**src/rtl/hpt_pkg.sv**
```systemverilog
package hpt_pkg;
	// Geometry
	localparam int          HPT_NPORT     = 6;
	localparam int          HPT_NINST     = 8;
	localparam int          HPT_AW        = 16;
	// Register offsets: per port N at N<<12 plus the low offset
	localparam logic [15:0] HPT_OFF_STAT  = 16'h0000;
	localparam logic [11:0] HPT_OFF_OPCTL = 12'h020;
	localparam logic [11:0] HPT_OFF_MPTR  = 12'h0b0;
	localparam logic [11:0] HPT_OFF_MST   = 12'h0b8;
	localparam logic [2:0]  HPT_PORT_NONE = 3'h7;
	// Field positions
	localparam int          HPT_TTE_BIT   = 2;
	localparam int          HPT_STAT_ON   = 3;
	localparam int          HPT_ST_TXEN   = 2;
	localparam int          HPT_ST_RXEN   = 1;
	localparam int          HPT_ST_LDIS   = 0;
	localparam int          HPT_RT_PTP    = 7;
	localparam int          HPT_TT_LOOK   = 10;
	localparam int          HPT_TT_OVR    = 9;
	// Port state codes {tx enable, rx enable, learning disable}
	localparam logic [2:0]  HPT_ST_DISC   = 3'h1;
	localparam logic [2:0]  HPT_ST_LEARN  = 3'h0;
	localparam logic [2:0]  HPT_ST_FWD    = 3'h6;
	localparam logic [2:0]  HPT_ST_RESET  = 3'h6;
	// Stream framing
	localparam logic [2:0]  HPT_HOLD_TAG  = 3'h6;
	localparam logic [2:0]  HPT_HOLD_FCS  = 3'h4;
	localparam logic [2:0]  HPT_TAG_SEEN  = 3'h5;
	localparam logic [1:0]  HPT_FCS_LAST  = 2'h3;
	localparam logic [31:0] HPT_CRC_INIT  = 32'hffffffff;
	localparam logic [31:0] HPT_CRC_POLY  = 32'hedb88320;

	// Port index from a register address, NONE when unmapped
	function automatic logic [2:0] hpt_port_dec(input logic [15:0] a);
		if (a[15:12] >= 4'h1 && a[15:12] <= 4'h6)
			return a[14:12] - 3'h1;
		return HPT_PORT_NONE;
	endfunction : hpt_port_dec

	// FCS byte in wire order, lowest byte first
	function automatic logic [7:0] hpt_byte_sel(input logic [31:0] w,
		input logic [1:0] i);
		case (i)
			2'h0:    return w[7:0];
			2'h1:    return w[15:8];
			2'h2:    return w[23:16];
			default: return w[31:24];
		endcase
	endfunction : hpt_byte_sel

	// Only a discarding port without override is kept from the host
	function automatic logic hpt_host_ok(input logic [2:0] st,
		input logic ovr);
		return (st != HPT_ST_DISC) || ovr;
	endfunction : hpt_host_ok
endpackage : hpt_pkg

```
**src/rtl/hpt_crc_if.sv**
```systemverilog
`timescale 1ns/1ps
interface hpt_crc_if;
	logic        ce;
	logic        clr;
	logic        en;
	logic [7:0]  dat;
	logic [31:0] fcs;
	modport calc (input ce, input clr, input en, input dat, output fcs);
	modport user (output ce, output clr, output en, output dat, input fcs);
endinterface : hpt_crc_if

```
**src/rtl/hpt_crc.sv**
```systemverilog
`timescale 1ns/1ps
module hpt_crc (
	// Clock and reset
	input wire logic i_clk,
	input wire logic i_reset,
	// Byte feed and result
	hpt_crc_if.calc  bus
);
	import hpt_pkg::*;

	logic [31:0] crc_reg;
	logic [31:0] crc_next;

	// Reflected CRC-32, one byte per enabled cycle
	always_comb begin
		crc_next = crc_reg;
		if (bus.clr) begin
			crc_next = HPT_CRC_INIT;
		end else if (bus.en) begin
			crc_next = crc_reg ^ {24'h000000, bus.dat};
			for (int b = 0; b < 8; b++) begin
				crc_next = crc_next[0] ?
					((crc_next >> 1) ^ HPT_CRC_POLY) : (crc_next >> 1);
			end
		end
	end

	always_ff @(posedge i_clk) begin
		if (i_reset)
			crc_reg <= HPT_CRC_INIT;
		else if (bus.ce)
			crc_reg <= crc_next;
	end

	// Sent value is the complement, low byte goes first on the wire
	assign bus.fcs = ~crc_reg;
endmodule : hpt_crc

```
**src/rtl/hpt_stp.sv**
```systemverilog
`timescale 1ns/1ps
module hpt_stp (
	// Clock, reset, enable
	input  wire logic                   i_clk,
	input  wire logic                   i_reset,
	input  wire logic                   i_ce,
	// Write port
	input  wire logic                   i_wr,
	input  wire logic [2:0]             i_wr_port,
	input  wire logic [2:0]             i_wr_inst,
	input  wire logic [2:0]             i_wr_state,
	// Read port A (ingress check) and B (register read)
	input  wire logic [2:0]             i_ra_port,
	input  wire logic [2:0]             i_ra_inst,
	output logic [2:0]                  o_ra_state,
	input  wire logic [2:0]             i_rb_port,
	input  wire logic [2:0]             i_rb_inst,
	output logic [2:0]                  o_rb_state,
	// Transmit enables of all ports for one instance
	input  wire logic [2:0]             i_vec_inst,
	output logic [hpt_pkg::HPT_NPORT-1:0] o_txen
);
	import hpt_pkg::*;

	logic [2:0] st_reg  [HPT_NPORT][HPT_NINST];
	logic [2:0] st_next [HPT_NPORT][HPT_NINST];

	// One state per port and per tree instance
	always_comb begin
		st_next = st_reg;
		if (i_wr && i_wr_port < 3'(HPT_NPORT))
			st_next[i_wr_port][i_wr_inst] = i_wr_state;
	end

	always_ff @(posedge i_clk) begin
		if (i_reset)
			st_reg <= '{default: HPT_ST_RESET};
		else if (i_ce)
			st_reg <= st_next;
	end

	// Out-of-range ports read as discarding at port A, so only override frames pass, and as 0 at port B
	assign o_ra_state = (i_ra_port < 3'(HPT_NPORT)) ?
		st_reg[i_ra_port][i_ra_inst] : HPT_ST_DISC;
	assign o_rb_state = (i_rb_port < 3'(HPT_NPORT)) ?
		st_reg[i_rb_port][i_rb_inst] : 3'h0;

	// Transmit enable per port gates directed egress
	for (genvar p = 0; p < HPT_NPORT; p++) begin : g_txen
		assign o_txen[p] = st_reg[p][i_vec_inst][HPT_ST_TXEN];
	end
endmodule : hpt_stp

```
**src/rtl/hpt_top.sv**
```systemverilog
// The placing of the registers and the strobed register port were chosen for this implementation.
`timescale 1ns/1ps
// How it works
// - Learning port: enables clear, learning on; only host traffic passes.
// - Forwarding port: both enables set, learning on, traffic normal.
// - Tables carry 3-bit tree index; each port keeps eight states.
// - Tag sits after payload, right before the 4-byte FCS.
// - Frame to host gets exactly one tag byte naming ingress port.
// - Tag bits 2:0 give zero-based ingress port number.
// - Tag bit 7 marks PTP with timestamp; bits 6:3 reserved zero.
// - Two-byte host tag is stripped before any egress.
// - Tag bit 10 set: normal lookup, bits 9:0 ignored.
// - Bit 10 clear: bits 5:0 pick ports one to six.
// - Bit 9 sends on chosen ports despite cleared transmit enable.
// - Bits 8:7 pick egress queue; bits 15:11 reserved.
// - Tagging off after reset; per-port enable bit makes host port.
// - Tag insertion and removal happen only on the host port.
// - Discarding port: enables clear, no learning, override to host only.
module hpt_top (
	// Clock, reset, enable
	input  wire logic                    i_clk,
	input  wire logic                    i_reset,
	input  wire logic                    i_ce,
	// Register port
	input  wire logic [hpt_pkg::HPT_AW-1:0] i_addr,
	input  wire logic [31:0]             i_wdata,
	input  wire logic                    i_wr,
	input  wire logic                    i_rd,
	output logic [31:0]                  o_rdata,
	// Fabric to host port, frame without FCS
	input  wire logic                    i_th_valid,
	input  wire logic [7:0]              i_th_data,
	input  wire logic                    i_th_last,
	input  wire logic [2:0]              i_th_src,
	input  wire logic [2:0]              i_th_inst,
	input  wire logic                    i_th_ptp,
	input  wire logic                    i_th_ovr,
	output logic                         o_th_ready,
	output logic                         o_th_valid,
	output logic [7:0]                   o_th_data,
	output logic                         o_th_last,
	output logic                         o_th_learn,
	// Host port to fabric, frame with tail tag and FCS
	input  wire logic                    i_fh_valid,
	input  wire logic [7:0]              i_fh_data,
	input  wire logic                    i_fh_last,
	input  wire logic [2:0]              i_fh_inst,
	output logic                         o_fh_ready,
	output logic                         o_fh_valid,
	output logic [7:0]                   o_fh_data,
	output logic                         o_fh_last,
	output logic [hpt_pkg::HPT_NPORT-1:0] o_fh_mask,
	output logic [1:0]                   o_fh_prio,
	output logic                         o_fh_lookup,
	// Host port status
	output logic                         o_tag_on,
	output logic [2:0]                   o_host_port
);
	import hpt_pkg::*;

	typedef enum {TH_DATA, TH_TAG, TH_FCS} hpt_th_t;
	typedef enum {FH_DATA, FH_FCS} hpt_fh_t;

	hpt_crc_if thc ();
	hpt_crc_if fhc ();
	logic [2:0]           ra_state, rb_state;
	logic [HPT_NPORT-1:0] txen;
	logic [2:0]           wp, wps, fh_vinst;

	// Register file state
	logic [HPT_NPORT-1:0] tte_reg, tte_next;
	logic [2:0]           ptr_reg [HPT_NPORT];
	logic [2:0]           ptr_next [HPT_NPORT];
	logic [31:0]          rdata_reg, rdata_next;
	logic                 on_reg, on_next, st_wr;
	logic [2:0]           host_reg, host_next;

	assign wp  = hpt_port_dec(i_addr);
	assign wps = (wp == HPT_PORT_NONE) ? 3'h0 : wp;

	// Register writes, reads, and host port selection
	always_comb begin
		tte_next   = tte_reg;
		ptr_next   = ptr_reg;
		rdata_next = 32'h00000000;
		st_wr      = 1'b0;
		if (i_wr && wp != HPT_PORT_NONE) begin
			case (i_addr[11:0])
				HPT_OFF_OPCTL: tte_next[wp] = i_wdata[HPT_TTE_BIT];
				HPT_OFF_MPTR:  ptr_next[wp] = i_wdata[2:0];
				HPT_OFF_MST:   st_wr = 1'b1;
				default:       ;
			endcase
		end
		if (i_rd && i_addr == HPT_OFF_STAT) begin
			rdata_next[HPT_STAT_ON] = on_reg;
			rdata_next[2:0]         = host_reg;
		end else if (i_rd && wp != HPT_PORT_NONE) begin
			case (i_addr[11:0])
				HPT_OFF_OPCTL: rdata_next[HPT_TTE_BIT] = tte_reg[wp];
				HPT_OFF_MPTR:  rdata_next[2:0] = ptr_reg[wp];
				HPT_OFF_MST:   rdata_next[2:0] = rb_state;
				default:       ;
			endcase
		end
		// Lowest enabled port wins if software enables more than one
		on_next   = |tte_next;
		host_next = 3'h0;
		for (int p = HPT_NPORT - 1; p >= 0; p--) begin
			if (tte_next[p])
				host_next = 3'(p);
		end
	end

	always_ff @(posedge i_clk) begin
		if (i_reset) begin
			tte_reg   <= '0;
			ptr_reg   <= '{default: 3'h0};
			rdata_reg <= 32'h00000000;
			on_reg    <= 1'b0;
			host_reg  <= 3'h0;
		end else if (i_ce) begin
			tte_reg   <= tte_next;
			ptr_reg   <= ptr_next;
			rdata_reg <= rdata_next;
			on_reg    <= on_next;
			host_reg  <= host_next;
		end
	end

	assign o_rdata     = rdata_reg;
	assign o_tag_on    = on_reg;
	assign o_host_port = host_reg;

	hpt_stp u_stp (
		.i_clk      (i_clk),
		.i_reset    (i_reset),
		.i_ce       (i_ce),
		.i_wr       (st_wr),
		.i_wr_port  (wps),
		.i_wr_inst  (ptr_reg[wps]),
		.i_wr_state (i_wdata[2:0]),
		.i_ra_port  (i_th_src),
		.i_ra_inst  (i_th_inst),
		.o_ra_state (ra_state),
		.i_rb_port  (wps),
		.i_rb_inst  (ptr_reg[wps]),
		.o_rb_state (rb_state),
		.i_vec_inst (fh_vinst),
		.o_txen     (txen)
	);

	// To-host path state
	hpt_th_t    th_state, th_state_n;
	logic       th_first_reg, th_first_n, th_ok_reg, th_ok_n, th_ok_now;
	logic       th_tag_reg, th_tag_n, th_ptp_reg, th_ptp_n;
	logic       th_lrn_reg, th_lrn_n;
	logic [2:0] th_src_reg, th_src_n;
	logic [1:0] th_cnt_reg, th_cnt_n;
	logic       th_v_reg, th_v_n, th_l_reg, th_l_n, th_lo_reg, th_lo_n;
	logic [7:0] th_d_reg, th_d_n, th_tag_byte;

	assign th_ok_now   = th_first_reg ?
		hpt_host_ok(ra_state, i_th_ovr) : th_ok_reg;
	assign th_tag_byte = {th_ptp_reg, 4'h0, th_src_reg};

	// Forward, then tag byte, then fresh FCS
	always_comb begin
		th_state_n = th_state;
		th_first_n = th_first_reg;
		th_ok_n    = th_ok_reg;
		th_tag_n   = th_tag_reg;
		th_ptp_n   = th_ptp_reg;
		th_lrn_n   = th_lrn_reg;
		th_src_n   = th_src_reg;
		th_cnt_n   = th_cnt_reg;
		th_v_n     = 1'b0;
		th_d_n     = 8'h00;
		th_l_n     = 1'b0;
		th_lo_n    = 1'b0;
		thc.clr    = 1'b0;
		thc.en     = 1'b0;
		thc.dat    = i_th_data;
		case (th_state)
			TH_DATA: begin
				if (i_th_valid) begin
					if (th_first_reg) begin
						th_ok_n  = th_ok_now;
						th_tag_n = on_reg;
						th_ptp_n = i_th_ptp;
						th_src_n = i_th_src;
						th_lrn_n = !ra_state[HPT_ST_LDIS];
					end
					th_first_n = i_th_last;
					if (th_ok_now) begin
						th_v_n = 1'b1;
						th_d_n = i_th_data;
						thc.en = 1'b1;
					end
					if (i_th_last && th_ok_now)
						th_state_n = (th_first_reg ? on_reg : th_tag_reg) ?
							TH_TAG : TH_FCS;
					th_cnt_n = 2'h0;
				end
			end
			TH_TAG: begin
				th_v_n     = 1'b1;
				th_d_n     = th_tag_byte;
				thc.en     = 1'b1;
				thc.dat    = th_tag_byte;
				th_state_n = TH_FCS;
			end
			TH_FCS: begin
				th_v_n   = 1'b1;
				th_d_n   = hpt_byte_sel(thc.fcs, th_cnt_reg);
				th_cnt_n = th_cnt_reg + 2'h1;
				if (th_cnt_reg == HPT_FCS_LAST) begin
					th_l_n     = 1'b1;
					th_lo_n    = th_lrn_reg;
					thc.clr    = 1'b1;
					th_state_n = TH_DATA;
				end
			end
			default: th_state_n = TH_DATA;
		endcase
	end

	always_ff @(posedge i_clk) begin
		if (i_reset) begin
			th_state <= TH_DATA;
			th_first_reg <= 1'b1;
			{th_ok_reg, th_tag_reg, th_ptp_reg, th_lrn_reg} <= 4'h0;
			th_src_reg <= 3'h0;
			th_cnt_reg <= 2'h0;
			{th_v_reg, th_l_reg, th_lo_reg} <= 3'h0;
			th_d_reg   <= 8'h00;
		end else if (i_ce) begin
			th_state <= th_state_n;
			th_first_reg <= th_first_n;
			{th_ok_reg, th_tag_reg, th_ptp_reg, th_lrn_reg} <=
				{th_ok_n, th_tag_n, th_ptp_n, th_lrn_n};
			th_src_reg <= th_src_n;
			th_cnt_reg <= th_cnt_n;
			{th_v_reg, th_l_reg, th_lo_reg} <= {th_v_n, th_l_n, th_lo_n};
			th_d_reg   <= th_d_n;
		end
	end

	assign thc.ce     = i_ce;
	assign o_th_ready = (th_state == TH_DATA);
	assign o_th_valid = th_v_reg;
	assign o_th_data  = th_d_reg;
	assign o_th_last  = th_l_reg;
	assign o_th_learn = th_lo_reg;

	hpt_crc u_th_crc (.i_clk(i_clk), .i_reset(i_reset), .bus(thc));

	// From-host path state; trailing bytes are held back until last
	hpt_fh_t    fh_state, fh_state_n;
	logic [7:0] fh_sr_reg [6];
	logic [7:0] fh_sr_n [6];
	logic       fh_first_reg, fh_first_n, fh_deep_reg, fh_deep_n, fh_dep;
	logic [2:0] fh_seen_reg, fh_seen_n, fh_cur, fh_inst_reg, fh_inst_n;
	logic [1:0] fh_cnt_reg, fh_cnt_n, fh_pr_reg, fh_pr_n;
	logic [HPT_NPORT-1:0] fh_m_reg, fh_m_n;
	logic       fh_lk_reg, fh_lk_n, fh_tagged;
	logic       fh_v_reg, fh_v_n, fh_l_reg, fh_l_n;
	logic [7:0] fh_d_reg, fh_d_n;
	logic [15:0] fh_tag;

	assign fh_dep   = fh_first_reg ? on_reg : fh_deep_reg;
	assign fh_cur   = fh_first_reg ? 3'h0 : fh_seen_reg;
	assign fh_vinst = fh_first_reg ? i_fh_inst : fh_inst_reg;
	assign fh_tag   = {fh_sr_reg[4], fh_sr_reg[3]};
	assign fh_tagged = (fh_state == FH_DATA) && i_fh_valid && i_fh_last &&
		fh_dep && fh_cur >= HPT_TAG_SEEN;

	always_comb begin
		fh_state_n = fh_state;
		fh_sr_n    = fh_sr_reg;
		fh_first_n = fh_first_reg;
		fh_deep_n  = fh_deep_reg;
		fh_seen_n  = fh_seen_reg;
		fh_inst_n  = fh_inst_reg;
		fh_cnt_n   = fh_cnt_reg;
		fh_m_n     = fh_m_reg;
		fh_pr_n    = fh_pr_reg;
		fh_lk_n    = fh_lk_reg;
		fh_v_n     = 1'b0;
		fh_d_n     = 8'h00;
		fh_l_n     = 1'b0;
		fhc.clr    = 1'b0;
		fhc.en     = 1'b0;
		fhc.dat    = fh_dep ? fh_sr_reg[5] : fh_sr_reg[3];
		case (fh_state)
			FH_DATA: begin
				if (i_fh_valid) begin
					fh_deep_n  = fh_dep;
					fh_inst_n  = fh_vinst;
					fh_first_n = i_fh_last;
					// Tag and old FCS never leave the block
					if (fh_cur >= (fh_dep ? HPT_HOLD_TAG : HPT_HOLD_FCS)) begin
						fh_v_n = 1'b1;
						fh_d_n = fhc.dat;
						fhc.en = 1'b1;
					end
					fh_sr_n[0] = i_fh_data;
					for (int i = 1; i < 6; i++)
						fh_sr_n[i] = fh_sr_reg[i-1];
					fh_seen_n = (fh_cur == HPT_HOLD_TAG) ? fh_cur : fh_cur + 3'h1;
					if (i_fh_last) begin
						fh_state_n = FH_FCS;
						fh_cnt_n   = 2'h0;
						fh_lk_n    = 1'b1;
						fh_m_n     = '0;
						fh_pr_n    = 2'h0;
						if (fh_tagged && !fh_tag[HPT_TT_LOOK]) begin
							fh_lk_n = 1'b0;
							fh_m_n  = fh_tag[HPT_NPORT-1:0] &
								(txen | {HPT_NPORT{fh_tag[HPT_TT_OVR]}});
							fh_pr_n = fh_tag[8:7];
						end
					end
				end
			end
			FH_FCS: begin
				fh_v_n   = 1'b1;
				fh_d_n   = hpt_byte_sel(fhc.fcs, fh_cnt_reg);
				fh_cnt_n = fh_cnt_reg + 2'h1;
				if (fh_cnt_reg == HPT_FCS_LAST) begin
					fh_l_n     = 1'b1;
					fhc.clr    = 1'b1;
					fh_state_n = FH_DATA;
				end
			end
			default: fh_state_n = FH_DATA;
		endcase
	end

	always_ff @(posedge i_clk) begin
		if (i_reset) begin
			fh_state <= FH_DATA;
			fh_sr_reg <= '{default: 8'h00};
			fh_first_reg <= 1'b1;
			fh_deep_reg <= 1'b0;
			{fh_seen_reg, fh_inst_reg} <= 6'h00;
			{fh_cnt_reg, fh_pr_reg} <= 4'h0;
			fh_m_reg <= '0;
			{fh_lk_reg, fh_v_reg, fh_l_reg} <= 3'h0;
			fh_d_reg <= 8'h00;
		end else if (i_ce) begin
			fh_state <= fh_state_n;
			fh_sr_reg <= fh_sr_n;
			fh_first_reg <= fh_first_n;
			fh_deep_reg <= fh_deep_n;
			{fh_seen_reg, fh_inst_reg} <= {fh_seen_n, fh_inst_n};
			{fh_cnt_reg, fh_pr_reg} <= {fh_cnt_n, fh_pr_n};
			fh_m_reg <= fh_m_n;
			{fh_lk_reg, fh_v_reg, fh_l_reg} <= {fh_lk_n, fh_v_n, fh_l_n};
			fh_d_reg <= fh_d_n;
		end
	end

	assign fhc.ce      = i_ce;
	assign o_fh_ready  = (fh_state == FH_DATA);
	assign o_fh_valid  = fh_v_reg;
	assign o_fh_data   = fh_d_reg;
	assign o_fh_last   = fh_l_reg;
	assign o_fh_mask   = fh_m_reg;
	assign o_fh_prio   = fh_pr_reg;
	assign o_fh_lookup = fh_lk_reg;

	hpt_crc u_fh_crc (.i_clk(i_clk), .i_reset(i_reset), .bus(fhc));
endmodule : hpt_top

```
**config.mk**
```make
export PLATFORM = sky130hd
export DESIGN_NAME = hpt_top
export DESIGN_NICKNAME = d
export VERILOG_FILES = /design/src/rtl/hpt_pkg.sv /design/src/rtl/hpt_crc_if.sv /design/src/rtl/hpt_crc.sv /design/src/rtl/hpt_stp.sv /design/src/rtl/hpt_top.sv
export SDC_FILE = /design/constraint.sdc
export NUM_CORES = 1
export LEC_CHECK = 0
export ABC_CLOCK_PERIOD_IN_PS = 8550
export BUFFER_PORTS_ARGS = -buffer_cell sky130_fd_sc_hd__buf_4
export CORE_MARGIN = 1
export CORE_UTILIZATION = 50
export CTS_BUF_LIST = sky130_fd_sc_hd__clkbuf_2
export DETAILED_ROUTE_END_ITERATION = 8
export GPL_TIMING_DRIVEN = 0
export MAX_ROUTING_LAYER = met4
export PLACE_DENSITY = 0.68
export SYNTH_ARGS = -nofsm -noshare
export SYNTH_HDL_FRONTEND = slang
export SYNTH_SLANG_ARGS = --single-unit
```
**constraint.sdc**
```tcl
create_clock -name i_clk -period 8.55 [get_ports i_clk]
set_input_delay 1.2825 -clock i_clk [delete_from_list [all_inputs] [get_ports i_clk]]
set_output_delay 1.2825 -clock i_clk [all_outputs]
set_load 0.1 [all_outputs]
```
==> out/summary.log <==
qor: outcome.outcome completed
qor: timing.drv_slew 0
qor: timing.layout_worst_path_cycle_share 0.586
qor: synth.syn_warnings 0
qor: synth.ys_dominant_reg_cell sky130_fd_sc_hd__dfxtp_1
qor: synth.async_flop_share 0
qor: floorplanning.die_w 199 um
qor: cells_and_area.final_common_cell sky130_fd_sc_hd__nand2_1
qor: synth.sequential_element_share_of_the_synthesized_area 0.352
qor: timing.fin_skew 99.8 ps
qor: timing.fin_tns_setup 0 ps
qor: synth.post_synth_num_cell_types 88
qor: clocking.postCtsHoldBufs 0
qor: detailed_routing.detail_route.wirelength 76000 um
qor: placed_design.dp.cells 3012
qor: critical_path.critPathMaxFanout 10
qor: power.power-per-cell-area 178 nW/um^2
qor: synth.yosysTopAreaCellShare 0.352
qor: grt.grt_overflow 0
qor: grt.grt_pass1_vias 18600
qor: clocking.htreeDepth 3
qor: job.max-cap-violations 0
qor: cells_and_area.final_cell_count_no_fill 3182
qor: grt.grt_antenna_before_repair 2
qor: clocking.post-cts-setup-buffers 0
qor: timing.timing.final.hold_violations 0
qor: synth.synth.ff_latch_count 341
qor: critical_path.cp.buffers_inverters 7
qor: cells_and_area.final_layout_size_suffix_gt1_frac 0.136
qor: clocking.tritoncts.num_buffers 90
qor: synth.post_synth_top_area_cell sky130_fd_sc_hd__dfxtp_1
qor: synth.count_of_flip_flops_with_a_built_in_enable_after_synthesis 0
qor: clocking.cts_sinks 341
qor: power.power.leakage 8.13 nW
qor: critical_path.crit_path_start i_addr[12]
qor: placed_design.gp_congestion 1.05
qor: timing.worst_pin_slew 1410 ps
qor: clocking.cts_tree built
qor: floorplanning.floorplan.rows 71
qor: worst_hold_path.min_path_type in -> reg
qor: clocking.cts.repair.resized 0
qor: synth.post_synth.cell_area_avg 8.12 sq um
qor: critical_path.timing.critical_path.depth 17
qor: critical_path.timing.critical_path.cells buf_4 -> buf_2 -> inv_2 -> ha_1 -> clkbuf_1 -> nor2b_1 -> nand4_1 -> buf_4 -> o22ai_1 -> nand2_1 -> o311a_1 -> buf_2 -> nor3_2 -> clkbuf_1 -> nand2_1 -> nand2_1 -> a21oi_1
qor: critical_path.worst_r2r_path_depth 10
qor: grt.grt_pass1_wl 112000 um
qor: critical_path.worst_setup_path_start_kind input port
qor: critical_path.critical-path-slowest-cell sky130_fd_sc_hd__nor3_2
qor: cells_and_area.mostFrequentLayoutCells 397 x sky130_fd_sc_hd__nand2_1, 341 x sky130_fd_sc_hd__dfxtp_1, 166 x sky130_fd_sc_hd__a21oi_1
qor: critical_path.reg2reg_setup_slack 5050 ps
qor: floorplanning.floorplan.core_area 37900 sq um
qor: detailed_routing.route.antenna.remaining_nets 0
qor: timing.min_period 5010 ps
qor: floorplanning.floorplan.io_pins 152
qor: critical_path.crit_path_frequent_cell sky130_fd_sc_hd__nand2_1
qor: power.p_comb_frac 0.252
qor: grt.global_route.usage.total 0.394
qor: worst_hold_path.whs_endpoint o_th_data[4]
qor: critical_path.path_delay_family simple AND/OR/NAND/NOR gates
qor: power.power.share.sequential 0.437
qor: floorplanning.initial_utilization 0.511
qor: critical_path.worstReg2RegStart u_stp.st_reg[30]
qor: placed_design.postPlaceCellArea 20800 sq um
qor: power.max-vdd-ir-drop 134 uV
qor: clocking.clock-root-buffer sky130_fd_sc_hd__clkbuf_2
qor: cells_and_area.nets 2697
qor: placed_design.port_buffers 86
qor: grt.pin_count_of_the_biggest_net_entering_global_routing 14
qor: critical_path.cp-end-kind flop
qor: power.clkPwrFrac 0.311
qor: timing.grt_setup_unrepaired false
qor: critical_path.crit_path_max_incr_delay 690 ps
qor: synth.area_of_the_mapped_netlist 19400 sq um
qor: cells_and_area.area_delta_synth_final 11.7%
qor: power.switching_power 0.00139 W
qor: power.internal 0.00246 W
qor: power.switching_share 0.361
qor: worst_hold_path.holdPathStages 2
qor: critical_path.required 9470 ps
qor: timing.holdWs 377 ps
qor: clocking.cts.path.max_buffers 3
qor: floorplanning.die_area 39600 sq um
qor: detailed_routing.avgRoutedWirePerCell 23.9 um
qor: detailed_routing.via_count 19600
qor: critical_path.crit-reg2reg-capture u_th_crc.crc_reg[8]
qor: critical_path.worstSetupPathType in -> reg
qor: worst_hold_path.timing.hold.worst.start i_th_data[4]
qor: placed_design.dp_hpwl 57100 um
qor: synth.synthesis.instances 2388
qor: detailed_routing.post_drt_via_cell_ratio 6.17
qor: detailed_routing.drtPass1Iterations 6
qor: floorplanning.floorplan.die.height 199 um
qor: critical_path.cp.arrival 5930 ps
qor: timing.final-setup-viol-count 0
qor: clocking.clk_pin_slew_worst_paths 110 ps
qor: synth.synth.top_cells.by_area sky130_fd_sc_hd__dfxtp_1 35%, sky130_fd_sc_hd__nand2_1 7.7%, sky130_fd_sc_hd__mux2i_1 6.3%
qor: clocking.worst_skew_pair.late_latency 1150 ps
qor: detailed_routing.drt-initial-drc-count 1957
qor: timing.max_slew_margin 0.0561
qor: power.total_power 0.00386 W
qor: cells_and_area.final_cell_area 21700 sq um
qor: cells_and_area.largest_register_ffs 144
qor: detailed_routing.drc_errors 0
qor: timing.max_freq 199 MHz
area by class of cell:
type                    count  area [sq um]
plain buffers             211           947
clock inverters            28           174
clock buffers             135           676
multi-input cells        1831         11600
well taps                 511           639
flip-flops and latches    341          6830
fillers                  3673         16300
diodes                      7          17.5
inverters                  32           120
repair buffers             86           646
logic make-up after synthesis:
group	share of synthesized area
and+or+nand+nor	0.227
AOI/OAI and AO/OA	0.184
DFF	0.352
buffers and inverters	0.0550
muxes	0.104
xor gates and xnor gates	0.0649
adders and majority gates	0.0129
other	0.000193
through the flow:
stage	util	setup slack, ps
final	0.571	3540
after global routing	0.571	3460
after CTS	0.571	3790
after detailed placement	0.548	2660
after global placement	0.548	2710
after floorplan	-	4240
synthesized netlist by cell type, drive strengths merged (5+ instances only):
| cell | count |
|---|---|
| a211oi | 25 |
| o211ai | 24 |
| nor2b | 32 |
| o32ai | 6 |
| inv | 32 |
| o311ai | 12 |
| mux2 | 23 |
| nor3 | 32 |
| nand2 | 398 |
| xor2 | 28 |
| a32oi | 6 |
| nand3 | 122 |
| dfxtp | 341 |
| nand4 | 6 |
| nor4 | 7 |
| a22oi | 28 |
| mux2i | 122 |
| mux4 | 24 |
| o2bb2ai | 6 |
| nand2b | 37 |
| a21o | 12 |
| a311oi | 5 |
| clkbuf | 153 |
| a221o | 7 |
| o21ai | 120 |
| a221oi | 8 |
| xnor2 | 115 |
| a222oi | 5 |
| or3 | 5 |
| a21oi | 166 |
| a31oi | 7 |
| nor2 | 154 |
| and3 | 14 |
| a2111oi | 8 |
| ha | 20 |
| o22ai | 56 |
| a22o | 7 |
| nand3b | 97 |
| o31a | 8 |
| buf | 58 |
worst max path at each step:
stage	slack [ps]	end
final	3540	u_stp.st_reg[33]
after floorplan	4240	o_rdata[1]
after detailed placement	2660	u_stp.st_reg[33]
after global placement	2710	u_stp.st_reg[33]
after CTS	3790	u_stp.st_reg[33]
after global routing	3460	o_rdata[0]
worst register-to-register path, delay by kind of cell, from the launching register on:
family	cells	cell delay (ps)
flops	1	390
buf+inv	2	450
mux	3	920
compound gates	4	1430
simple gates	1	180
routing by layer:
| layer | part of all wire | vias up | wire (um) | GRT usage |
|---|---|---|---|---|
| met5 | 0 | - | 0 | - |
| met4 | 0.079 | 0 | 5990 | 0.267 |
| met3 | 0.089 | 318 | 6740 | 0.0866 |
| met2 | 0.44 | 1140 | 33100 | 0.595 |
| met1 | 0.40 | 9275 | 30100 | 0.469 |
| li1 | - | 8908 | - | - |
power groups by stage:
stage	logic [W]	registers [W]	clock network (W)
after floorplan	0.000678	0.00176	0
after global placement	0.000943	0.00172	0
after detailed placement	0.000949	0.00172	0
after CTS	0.000954	0.00169	0.00121
after global routing	0.00104	0.00169	0.00130
final	0.000971	0.00169	0.00120
No activity file was read; power rests on OpenSTA's default activity.
